### src/pwmlk_pkg.sv
/*
 * Shared constants for the PWM fault/current-limit register block with its write lock:
 * register offsets, field positions, reset values, unlock keys and sequencer states.
 * Assumes a 32-bit AHB-Lite register bus with one aligned word per register.
 */
package pwmlk_pkg;

    // ------------------------------------------------------------------
    // Widths and register map
    // ------------------------------------------------------------------
    localparam int unsigned DATA_W = 32;
    localparam int unsigned REG_W = 16;
    localparam int unsigned OFS_W = 12;
    localparam logic [11:0] OFS_KEY = 12'h000;
    localparam logic [11:0] OFS_IOCON = 12'h004;
    localparam logic [11:0] OFS_FCLC = 12'h008;
    localparam logic [11:0] OFS_STAT = 12'h00c;

    // ------------------------------------------------------------------
    // Unlock keys
    // ------------------------------------------------------------------
    localparam logic [15:0] KEY_FIRST = 16'habcd;
    localparam logic [15:0] KEY_SECOND = 16'h4321;

    // ------------------------------------------------------------------
    // Fault/current-limit control fields, and reset values and write masks of both registers
    // ------------------------------------------------------------------
    localparam int unsigned LIMIT_SOURCE_SELECT_LSB = 10;
    localparam int unsigned LIMIT_SOURCE_SELECT_W = 5;
    localparam int unsigned LIMIT_POLARITY_BIT = 9;
    localparam int unsigned LIMIT_MODE_ENABLE_BIT = 8;
    localparam int unsigned FAULT_SOURCE_SELECT_LSB = 3;
    localparam int unsigned FAULT_SOURCE_SELECT_W = 5;
    localparam int unsigned FAULT_POLARITY_BIT = 2;
    localparam int unsigned FAULT_MODE_SELECT_LSB = 0;
    localparam int unsigned FAULT_MODE_SELECT_W = 2;
    localparam logic [15:0] FCLC_RESET = 16'h00f8;
    localparam logic [15:0] FCLC_WMASK = 16'h7fff;
    localparam logic [15:0] IOCON_RESET = 16'h0000;
    localparam logic [15:0] IOCON_WMASK = 16'hffff;

    // Current-limit source codes
    localparam logic [4:0] CL_FAULT_LO = 5'h00;
    localparam logic [4:0] CL_FAULT_HI = 5'h03;
    localparam logic [4:0] CL_CMP_LO = 5'h08;
    localparam logic [4:0] CL_CMP_HI = 5'h0b;
    localparam logic [4:0] CL_FAULT32 = 5'h1f;

    // ------------------------------------------------------------------
    // Status bits
    // ------------------------------------------------------------------
    localparam int unsigned STAT_LOCK_BIT = 0;
    localparam int unsigned STAT_KEY1_BIT = 1;
    localparam int unsigned STAT_ARMED_BIT = 2;

    // ------------------------------------------------------------------
    // Unlock sequencer states
    // ------------------------------------------------------------------
    typedef enum logic [1:0] {
        PWMLK_IDLE = 2'b00,
        PWMLK_KEY1 = 2'b01,
        PWMLK_ARMED = 2'b11
    } pwmlk_state_e;

    // True when the current-limit source code is not reserved
    function automatic logic pwmlk_cl_src_valid(input logic [4:0] s);
        pwmlk_cl_src_valid = (s <= CL_FAULT_HI) || ((s >= CL_CMP_LO) && (s <= CL_CMP_HI)) ||
                             (s == CL_FAULT32);
    endfunction

endpackage

### src/pwmlk_if.sv
/*
 * Link between the register slave and the unlock sequencer.
 * Assumes both ends run on the bus clock; access is a one-cycle pulse per bus transfer.
 */
`timescale 1ns/1ps
interface pwmlk_if;
    logic access;
    logic key_wr;
    logic [15:0] key_data;
    logic prot_wr;
    logic grant;
    logic key1_seen;
    logic armed;

    modport bus (output access, output key_wr, output key_data, output prot_wr,
                 input grant, input key1_seen, input armed);
    modport seq (input access, input key_wr, input key_data, input prot_wr,
                 output grant, output key1_seen, output armed);
endinterface

### src/pwmlk_unlock.sv
/*
 * Two-key unlock sequencer for the protected registers.
 * Assumes one access pulse per completed register transfer, from the bus clock domain.
 */
`timescale 1ns/1ps
module pwmlk_unlock
    import pwmlk_pkg::*;
(
    // Clock and reset
    input wire logic hclk,
    input wire logic hresetn,
    // Link to the register slave
    pwmlk_if.seq lk
);

    pwmlk_state_e state_reg;
    pwmlk_state_e state_next;

    // ------------------------------------------------------------------
    // Sequencer
    // ------------------------------------------------------------------
    always_comb begin
        state_next = state_reg;
        if (lk.access) begin
            unique case (state_reg)
                PWMLK_IDLE: begin
                    state_next = (lk.key_wr && lk.key_data == KEY_FIRST) ? PWMLK_KEY1 : PWMLK_IDLE;
                end
                PWMLK_KEY1: begin
                    // Wrong key or any other access drops the sequence
                    state_next = (lk.key_wr && lk.key_data == KEY_SECOND) ? PWMLK_ARMED : PWMLK_IDLE;
                end
                PWMLK_ARMED: begin
                    state_next = PWMLK_IDLE;
                end
                default: begin
                    state_next = PWMLK_IDLE;
                end
            endcase
        end
    end

    always_ff @(posedge hclk or negedge hresetn) begin
        if (!hresetn) begin
            state_reg <= PWMLK_IDLE;
        end else begin
            state_reg <= state_next;
        end
    end

    assign lk.grant = (state_reg == PWMLK_ARMED) && lk.access && lk.prot_wr;
    assign lk.key1_seen = (state_reg == PWMLK_KEY1);
    assign lk.armed = (state_reg == PWMLK_ARMED);
endmodule

### src/pwmlk_top.sv
/*
 * AHB-Lite register slave for the PWM output-control and fault/current-limit control
 * registers, with the two-key write lock governed by the lock configuration bit.
 * Assumes a single AHB-Lite master, word transfers, and a lock configuration level
 * arriving asynchronously from the configuration store.
 */
`timescale 1ns/1ps
module pwmlk_top
    import pwmlk_pkg::*;
#(
    parameter int unsigned ADDR_W = 32
) (
    // Clock and reset
    input wire logic hclk,
    input wire logic hresetn,
    // AHB-Lite slave
    input wire logic hsel,
    input wire logic [ADDR_W-1:0] haddr,
    input wire logic [1:0] htrans,
    input wire logic hwrite,
    input wire logic [2:0] hsize,
    input wire logic [DATA_W-1:0] hwdata,
    input wire logic hready,
    output logic [DATA_W-1:0] hrdata,
    output logic hreadyout,
    output logic hresp,
    // Lock configuration level
    input wire logic protect_lock_config_bit,
    // Register contents to the PWM generator
    output logic [REG_W-1:0] pwm_output_control,
    output logic [4:0] limit_source_select,
    output logic limit_polarity,
    output logic limit_mode_enable,
    output logic limit_source_reserved,
    output logic [4:0] fault_source_select,
    output logic fault_polarity,
    output logic [1:0] fault_mode_select
);

    // ------------------------------------------------------------------
    // Parameter check
    // ------------------------------------------------------------------
    if (ADDR_W < OFS_W || ADDR_W > 32) begin : g_bad_addr_w
        $error("ADDR_W must lie between OFS_W and 32");
    end

    logic lock_meta_reg;
    logic lock_sync_reg;
    logic ap_valid_reg;
    logic ap_write_reg;
    logic [OFS_W-1:0] ap_addr_reg;
    logic hreadyout_reg;
    logic hresp_reg;
    logic [DATA_W-1:0] hrdata_reg;
    logic [REG_W-1:0] iocon_reg;
    logic [REG_W-1:0] fclc_reg;
    logic reserved_reg;
    logic take;
    logic sel_key;
    logic sel_iocon;
    logic sel_fclc;
    logic sel_stat;
    logic wr_open;
    logic iocon_we;
    logic fclc_we;
    logic [REG_W-1:0] rd_mux;

    pwmlk_if lk ();

    pwmlk_unlock pwmlk_unlock_inst (
        .hclk(hclk),
        .hresetn(hresetn),
        .lk(lk)
    );

    // ------------------------------------------------------------------
    // Lock configuration synchroniser
    // ------------------------------------------------------------------
    always_ff @(posedge hclk or negedge hresetn) begin
        if (!hresetn) begin
            lock_meta_reg <= 1'b1;
            lock_sync_reg <= 1'b1;
        end else begin
            lock_meta_reg <= protect_lock_config_bit;
            lock_sync_reg <= lock_meta_reg;
        end
    end

    // ------------------------------------------------------------------
    // Bus address phase and wait state
    // ------------------------------------------------------------------
    assign take = hsel && hready && htrans[1];

    always_ff @(posedge hclk or negedge hresetn) begin
        if (!hresetn) begin
            ap_valid_reg <= 1'b0;
            ap_write_reg <= 1'b0;
            ap_addr_reg <= '0;
        end else if (take) begin
            ap_valid_reg <= 1'b1;
            ap_write_reg <= hwrite;
            ap_addr_reg <= haddr[OFS_W-1:0];
        end else begin
            ap_valid_reg <= 1'b0;
        end
    end

    // One wait state per transfer so reads see writes completed just before
    always_ff @(posedge hclk or negedge hresetn) begin
        if (!hresetn) begin
            hreadyout_reg <= 1'b1;
            hresp_reg <= 1'b0;
        end else begin
            hresp_reg <= 1'b0;
            if (take) begin
                hreadyout_reg <= 1'b0;
            end else if (ap_valid_reg) begin
                hreadyout_reg <= 1'b1;
            end
        end
    end

    // ------------------------------------------------------------------
    // Decode and lock gating
    // ------------------------------------------------------------------
    assign sel_key = (ap_addr_reg == OFS_KEY);
    assign sel_iocon = (ap_addr_reg == OFS_IOCON);
    assign sel_fclc = (ap_addr_reg == OFS_FCLC);
    assign sel_stat = (ap_addr_reg == OFS_STAT);

    // Every transfer, mapped or not, counts as an access to the sequencer
    assign lk.access = ap_valid_reg;
    assign lk.key_wr = ap_write_reg && sel_key;
    assign lk.key_data = hwdata[15:0];
    assign lk.prot_wr = ap_write_reg && (sel_iocon || sel_fclc);

    assign wr_open = !lock_sync_reg || lk.grant;
    assign iocon_we = ap_valid_reg && ap_write_reg && sel_iocon && wr_open;
    assign fclc_we = ap_valid_reg && ap_write_reg && sel_fclc && wr_open;

    // ------------------------------------------------------------------
    // Protected registers
    // ------------------------------------------------------------------
    always_ff @(posedge hclk or negedge hresetn) begin
        if (!hresetn) begin
            iocon_reg <= IOCON_RESET;
        end else if (iocon_we) begin
            iocon_reg <= hwdata[15:0] & IOCON_WMASK;
        end
    end

    always_ff @(posedge hclk or negedge hresetn) begin
        if (!hresetn) begin
            fclc_reg <= FCLC_RESET;
            reserved_reg <= 1'b0;
        end else if (fclc_we) begin
            fclc_reg <= hwdata[15:0] & FCLC_WMASK;
            reserved_reg <= !pwmlk_cl_src_valid(hwdata[LIMIT_SOURCE_SELECT_LSB +: LIMIT_SOURCE_SELECT_W]);
        end
    end

    // ------------------------------------------------------------------
    // Read data
    // ------------------------------------------------------------------
    always_comb begin
        rd_mux = '0;
        if (sel_iocon) begin
            rd_mux = iocon_reg;
        end else if (sel_fclc) begin
            rd_mux = fclc_reg;
        end else if (sel_stat) begin
            rd_mux[STAT_LOCK_BIT] = lock_sync_reg;
            rd_mux[STAT_KEY1_BIT] = lk.key1_seen;
            rd_mux[STAT_ARMED_BIT] = lk.armed;
        end
    end

    always_ff @(posedge hclk or negedge hresetn) begin
        if (!hresetn) begin
            hrdata_reg <= '0;
        end else if (ap_valid_reg && !ap_write_reg) begin
            hrdata_reg <= {16'h0000, rd_mux};
        end
    end

    // ------------------------------------------------------------------
    // Outputs
    // ------------------------------------------------------------------
    assign hrdata = hrdata_reg;
    assign hreadyout = hreadyout_reg;
    assign hresp = hresp_reg;
    assign pwm_output_control = iocon_reg;
    assign limit_source_select = fclc_reg[LIMIT_SOURCE_SELECT_LSB +: LIMIT_SOURCE_SELECT_W];
    assign limit_polarity = fclc_reg[LIMIT_POLARITY_BIT];
    assign limit_mode_enable = fclc_reg[LIMIT_MODE_ENABLE_BIT];
    assign limit_source_reserved = reserved_reg;
    assign fault_source_select = fclc_reg[FAULT_SOURCE_SELECT_LSB +: FAULT_SOURCE_SELECT_W];
    assign fault_polarity = fclc_reg[FAULT_POLARITY_BIT];
    assign fault_mode_select = fclc_reg[FAULT_MODE_SELECT_LSB +: FAULT_MODE_SELECT_W];
endmodule

### config.mk
export PLATFORM = sky130hd
export DESIGN_NAME = pwmlk_top
export DESIGN_NICKNAME = d
export VERILOG_FILES = /design/src/pwmlk_pkg.sv /design/src/pwmlk_if.sv /design/src/pwmlk_unlock.sv /design/src/pwmlk_top.sv
export SDC_FILE = /design/constraint.sdc
export NUM_CORES = 1
export LEC_CHECK = 0
export BUFFER_PORTS_ARGS = -buffer_cell sky130_fd_sc_hd__buf_2
export CORE_UTILIZATION = 50
export DETAILED_ROUTE_END_ITERATION = 10
export PLACE_DENSITY = 0.94
export SLEW_MARGIN = 10
export SYNTH_ARGS = -nofsm -noshare
export SYNTH_HDL_FRONTEND = slang
export SYNTH_SLANG_ARGS = --single-unit
export TNS_END_PERCENT = 50
### constraint.sdc
create_clock -name hclk -period 2.7 [get_ports hclk]
set_input_delay 0.135 -clock hclk [delete_from_list [all_inputs] [get_ports hclk]]
set_output_delay 0.135 -clock hclk [all_outputs]
set_load 0.1 [all_outputs]
Word-level counts from Yosys, hierarchy flattened
Index checks and enable logic that the tools add are counted.
Widths: inputs -> output; s select.
- register bits after elaboration: 67
- bits in latches: 0
- RAM bits: 0
- ROM bits: 0
- bits of input ports: 75
- output and inout bits: 66
- word-level logic and storage cells: 57
- memories kept: 0
- add/subtract/negate cells: 0
- multipliers: 0
- div/mod/pow operators: 0
- $lt $le $gt $ge: 3
- equality and inequality tests: 8
- shift-type cells: 0
- mux-type cells: 10
- bitwise logic cells: 0
- reductions and logical operators: 25
- operator list (cell ; count):
    $eq 12x4->1 const B ; 2
    $eq 16x15->1 const B ; 1
    $eq 16x16->1 const B ; 1
    $mux 16 ; 1
    $logic_and 1x1->1 ; 15
    $eq 12x3->1 const B ; 1
    $logic_not 12->1 ; 1
    $mux 12 ; 1
    $mux 3 ; 2
    $eq 5x5->1 const B ; 1
    $ge 5x4->1 const B ; 1
    $le 5x2->1 const B ; 1
    $le 5x4->1 const B ; 1
    $logic_or 1x1->1 ; 4
    $mux 1 ; 4
    $pmux 2 s2 ; 1
    $logic_not 1->1 ; 3
    $eq 2x1->1 const B ; 1
    $eq 2x2->1 const B ; 1
    $logic_not 2->1 ; 1
    $mux 2 ; 1
    $reduce_bool 2->1 ; 1

Logic depth before layout (Yosys ltp)
- word-level depth: 6
- gate-level depth with buffers: 6
- gate-level depth less buffers: 4

By module
From an unflattened synthesis, not the netlist that was laid out.
- cell total of the unflattened synthesis: 229
- area, all modules: 3020.4 um2
- by module, submodules not included (module ; times used ; cells each ; area each (um2) ; sequential area each (um2)):
    pwmlk_top ; 1 ; 211 ; 2849.0 ; 1636.6
    pwmlk_unlock ; 1 ; 18 ; 171.4 ; 50.0

Worst setup path before layout
Ideal clock, no wire load.
- path kind: register to register
- start: register ap_addr_reg[11]
- end: register fclc_reg[10]
- library setup time: 0.126 ns
- data arrival time: 1.529 ns
- required time: 2.574 ns
- setup slack: 1.046 ns
- cell stages (with the launch flop): 6
- buffers on the path: 1
- clock period less this slack: 1.654 ns
- path through: dfrtp_1 > nor4_4 > and4_4 > nand3_4 > buf_6 > mux2_4
- word-level cells in the longest chain between the ends: 6
- elaborated cells between the ends (all ways): 8
- classes of those cells: eq/ne (2); reduce/logical (6)
- ends and longest elaborated chain (what ; RTL line ; text):
    start: declaration ; pwmlk_top.sv:51 ; logic [OFS_W-1:0] ap_addr_reg;
    start signal: assignment ; pwmlk_top.sv:102 ; ap_addr_reg <= haddr[OFS_W-1:0];
    $eq 12x3->1 or $eq 12x4->1 (tied branches) ; pwmlk_top.sv:127, pwmlk_top.sv:128 ;
    $logic_or 1x1->1 ; pwmlk_top.sv:135 ; assign lk.prot_wr = ap_write_reg && (sel_iocon || sel_fclc);
    $logic_and 1x1->1 ; pwmlk_top.sv:135 ;
    $logic_and 1x1->1 ; pwmlk_unlock.sv:51 ; assign lk.grant = (state_reg == PWMLK_ARMED) && lk.access && lk.prot_wr;
    $logic_or 1x1->1 ; pwmlk_top.sv:137 ; assign wr_open = !lock_sync_reg || lk.grant;
    $logic_and 1x1->1 * ; pwmlk_top.sv:139 ; assign fclc_we = ap_valid_reg && ap_write_reg && sel_fclc && wr_open;
    end signal: assignment ; pwmlk_top.sv:157 ; fclc_reg <= hwdata[15:0] & FCLC_WMASK;
    end: declaration ; pwmlk_top.sv:56 ; logic [REG_W-1:0] fclc_reg;
Every way passes the cells marked *; elsewhere a longest branch is shown, timed or not.
A chain may end at the register's enable or synchronous reset.

Worst setup path after layout
- start: register ap_addr_reg[2]
- end: register fclc_reg[12]
Same word-level chain as after synthesis.

==> impl_metrics.prom <==
# TYPE chip_impl_metric gauge
chip_impl_metric{name="route.detailed.wl_per_inst",unit="microns"} 16.4
chip_impl_metric{name="worst-slew-pin-transition",unit="ns"} 0.658
chip_impl_metric{name="cell_internal_pwr",unit="mW"} 1.67
chip_impl_metric{name="synthArstFlopShare",unit="%"} 100
chip_impl_metric{name="synth_cell_type_count",unit=""} 36
chip_impl_metric{name="use_met2",unit="%"} 35.5
chip_impl_metric{name="number_of_global_route_vias_before_repair",unit=""} 2120
chip_impl_metric{name="route.detailed.vias_per_inst",unit=""} 5.47
chip_impl_metric{name="die_width",unit="microns"} 79.7
chip_impl_metric{name="area_inside_the_core_boundary",unit="sq um"} 5680
chip_impl_metric{name="floorplan.io_pins",unit=""} 141
chip_impl_metric{name="cp.arrival",unit="ns"} 2.24
chip_impl_metric{name="hold_ws",unit="ns"} 0.0213
chip_impl_metric{name="cts.path.max_buffers",unit=""} 2
chip_impl_info{name="worstSetupPathType",value="reg2reg"} 1
chip_impl_metric{name="critical_path.max_stage_delay",unit="ns"} 0.62
chip_impl_info{name="rr_endpoint",value="fclc_reg[12]$_DFFE_PN0P_"} 1
chip_impl_metric{name="grt_max_degree",unit=""} 68
chip_impl_metric{name="finalHoldViolCount",unit=""} 0
chip_impl_info{name="cp-start-kind",value="register"} 1
chip_impl_metric{name="synth_cells",unit=""} 230
chip_impl_metric{name="initial_core_util",unit="%"} 53.1
chip_impl_metric{name="p_total",unit="mW"} 2.52
chip_impl_info{name="globalRoute.busiestLayer",value="met2"} 1
chip_impl_metric{name="worst_reg2reg_path_depth",unit=""} 3
chip_impl_metric{name="finalInstanceArea",unit="sq um"} 3630
chip_impl_metric{name="switchingPower",unit="mW"} 0.855
chip_impl_metric{name="synth.cell_area",unit="sq um"} 3020
chip_impl_metric{name="maxcap_violations",unit=""} 0
chip_impl_metric{name="nNetsFinal",unit=""} 392
chip_impl_info{name="tritoncts",value="yes"} 1
chip_impl_metric{name="part_of_the_yosys_area_used_for_sequential_elements",unit="%"} 55.9
chip_impl_info{name="outcome",value="finished, final reports clean"} 1
chip_impl_metric{name="place.detailed.instances",unit=""} 376
chip_impl_metric{name="fin_setup_tns",unit="ns"} 0
chip_impl_info{name="layout.cells.most_common",value="sky130_fd_sc_hd__buf_2"} 1
chip_impl_metric{name="met1_usage",unit="%"} 25.7
chip_impl_metric{name="count_of_flip_flops_with_a_built_in_enable_after_synthesis",unit=""} 0
chip_impl_info{name="timing.rr.start",value="ap_addr_reg[2]$_DFFE_PN0P_"} 1
chip_impl_info{name="ys_dominant_reg_cell",value="sky130_fd_sc_hd__dfrtp_1"} 1
chip_impl_metric{name="dieArea",unit="sq um"} 6350
chip_impl_metric{name="post_cts_resized",unit=""} 0
chip_impl_metric{name="final_util",unit="%"} 64.0
chip_impl_metric{name="clk_pin_slew",unit="ns"} 0.07
chip_impl_metric{name="layout_worst_path_cycle_share",unit="%"} 74.6
chip_impl_metric{name="power.share.switching",unit="%"} 33.9
chip_impl_metric{name="syn_avg_cell_area",unit="sq um"} 13.1
chip_impl_metric{name="total_overflow_reported_by_the_global_router",unit=""} 0
chip_impl_metric{name="remaining_drc_errors",unit=""} 0
chip_impl_metric{name="cts_made_buffers",unit=""} 9
chip_impl_metric{name="cp_max_fo",unit=""} 16
chip_impl_metric{name="max-vdd-ir-drop",unit="uV"} 389
chip_impl_metric{name="postLayoutSetupSlackWorst",unit="ns"} 0.685
chip_impl_metric{name="ctsHoldBuffers",unit=""} 2
chip_impl_metric{name="vertical_die_dimension",unit="microns"} 79.7
chip_impl_metric{name="insertedDiodeCount",unit=""} 0
chip_impl_metric{name="filler_cell_count",unit=""} 457
chip_impl_info{name="min_path_type",value="in2reg"} 1
chip_impl_metric{name="grt_util_met3",unit="%"} 6.06
chip_impl_metric{name="totalWireLength",unit="microns"} 6470
chip_impl_metric{name="worst_clock_skew",unit="ns"} 0.0120
chip_impl_metric{name="port-buffer-count",unit=""} 83
chip_impl_metric{name="hpwl",unit="microns"} 4640
chip_impl_metric{name="powerDensity",unit="nW/um^2"} 693
chip_impl_metric{name="maxSlewHeadroom",unit="%"} 56.1
chip_impl_metric{name="synth_seq_cells",unit=""} 67
chip_impl_info{name="worstSetupStartpoint",value="ap_addr_reg[2]$_DFFE_PN0P_"} 1
chip_impl_metric{name="worst-r2r-setup-slack",unit="ns"} 0.68
chip_impl_metric{name="finalCriticalPeriod",unit="ns"} 2.02
chip_impl_metric{name="report.final.setup_viol",unit=""} 0
chip_impl_metric{name="timing.fmax",unit="MHz"} 496
chip_impl_metric{name="post-place-ws",unit="ns"} 0.681
chip_impl_metric{name="route.antenna.remaining_nets",unit=""} 0
chip_impl_metric{name="maxSlewViolCount",unit=""} 0
chip_impl_metric{name="routabilityCongestion",unit=""} 0.831
chip_impl_metric{name="synth.yosys.warnings",unit=""} 0
chip_impl_metric{name="post_cts_buffers",unit=""} 0
chip_impl_metric{name="area_delta_synth_final",unit="%"} 20.5
chip_impl_metric{name="dr.pass1.iters",unit=""} 4
chip_impl_metric{name="dr_vias",unit=""} 2157
chip_impl_metric{name="power.share.combinational",unit="%"} 22.8
chip_impl_metric{name="instances_no_fill",unit=""} 394
chip_impl_metric{name="dpl-instance-area",unit="sq um"} 3430
chip_impl_metric{name="htree_num_levels",unit=""} 3
chip_impl_metric{name="grt_antenna_before_repair",unit=""} 0
chip_impl_metric{name="post_route_cells_drive_above_1_share",unit="%"} 49.1
chip_impl_info{name="mostFrequentLayoutCells",value="sky130_fd_sc_hd__buf_2, sky130_fd_sc_hd__dfrtp_1, sky130_fd_sc_hd__mux2_2"} 1
chip_impl_metric{name="grt_use_total",unit="%"} 21.7
chip_impl_metric{name="crit_required",unit="ns"} 2.92
chip_impl_info{name="path_cells",value="and2b_1, nand3_4, mux2_4"} 1
chip_impl_info{name="critPathCaptureType",value="register"} 1
chip_impl_metric{name="cts_sinks",unit=""} 67
chip_impl_info{name="cpMaxStageDelayCell",value="sky130_fd_sc_hd__and2b_1"} 1
chip_impl_metric{name="proportion_of_power_drawn_by_the_clock_network",unit="%"} 32.1
chip_impl_metric{name="share_seq_of_total_power",unit="%"} 45.1
chip_impl_metric{name="wire_length_of_the_first_global_routing_pass",unit="microns"} 10200
chip_impl_metric{name="clock_insertion_delay_worst_skew",unit="ns"} 0.35
chip_impl_info{name="crit_path_end",value="fclc_reg[12]$_DFFE_PN0P_"} 1
chip_impl_info{name="rsz0062_at_grt",value="no"} 1
chip_impl_metric{name="power_leakage",unit="nW"} 1.79
chip_impl_metric{name="drt-initial-drc-count",unit=""} 110
chip_impl_metric{name="placementRows",unit=""} 27
chip_impl_info{name="clock-root-buffer",value="sky130_fd_sc_hd__clkbuf_8"} 1
==> critical path: cells and delay by family (launching register included) <==
| family | cells | cell delay, ns |
|---|---|---|
| flip-flops | 1 | 0.47 |
| multiplexers | 1 | 0.40 |
| AND/OR/NAND/NOR | 2 | 1.02 |
==> layer usage <==
metal	wire length, microns	share of wire (%)
met4	195	3.0
met5	0	0
met2	3130	48
met3	497	7.7
met1	2640	41
==> final cells by class <==
type | count | area [sq um] | area share [%]
flip-flops and latches | 67 | 1690 | 46.4
clock inverters | 3 | 40.0 | 1.10
multi-input cells | 147 | 1190 | 32.7
clock buffers | 13 | 149 | 4.10
inverters | 5 | 18.8 | 0.516
well taps | 72 | 90.1 | 2.48
repair buffers | 87 | 463 | 12.7
==> worst min path at each step <==
stage	from	end	slack [ns]	cells past startpoint
after floorplan	hresetn	ap_addr_reg[0]$_DFFE_PN0P_	-0.16	0
after global placement	hresetn	fclc_reg[9]$_DFFE_PN0P_	0.17	2
after detailed placement	hresetn	hrdata[9]$_DFFE_PN0P_	0.18	2
after CTS	haddr[9]	ap_addr_reg[9]$_DFFE_PN0P_	0.01	2
after global routing	haddr[8]	ap_addr_reg[8]$_DFFE_PN0P_	0.02	2
final	haddr[9]	ap_addr_reg[9]$_DFFE_PN0P_	0.02	2
==> logic make-up after synthesis <==
kind of cell,after synthesis,share of synthesized area (%)
AOI/OAI and AO/OA,38,8.38
buffers and inverters,32,6.68
DFF,67,55.9
muxes,46,19.5
other,1,0.124
and+or+nand+nor,46,9.38
==> power groups by stage <==
stage	sequential (mW)	combinational [mW]	clock, mW
after floorplan	1.34	0.278	0
final	1.14	0.575	0.808
after global routing	1.15	0.605	0.857
after CTS	1.14	0.578	0.821
after global placement	1.15	0.561	0
after detailed placement	1.16	0.575	0
==> synthesized netlist by cell type, types with 2 or more instances <==
cell                       count  share of area [%]
sky130_fd_sc_hd__nand3_4       2                1.2
sky130_fd_sc_hd__mux2_4       19                9.5
sky130_fd_sc_hd__nor2b_1       2               0.41
sky130_fd_sc_hd__inv_1         5               0.62
sky130_fd_sc_hd__buf_4        17                4.2
sky130_fd_sc_hd__a22oi_1      15                3.7
sky130_fd_sc_hd__clkbuf_1      6               0.75
sky130_fd_sc_hd__nor4_1        2               0.41
sky130_fd_sc_hd__nand4b_1      2               0.58
sky130_fd_sc_hd__nand3_1       5               0.83
sky130_fd_sc_hd__nand2_1      19                2.4
sky130_fd_sc_hd__dfstp_2       8                7.0
sky130_fd_sc_hd__o22ai_1       3               0.62
sky130_fd_sc_hd__buf_2         2               0.33
sky130_fd_sc_hd__o21ai_0      15                2.5
sky130_fd_sc_hd__buf_6         2               0.75
sky130_fd_sc_hd__mux2_2       26                9.7
sky130_fd_sc_hd__nor2_1        4               0.50
sky130_fd_sc_hd__dfrtp_1      59                 49
No activity file was read; power rests on OpenSTA's default activity.
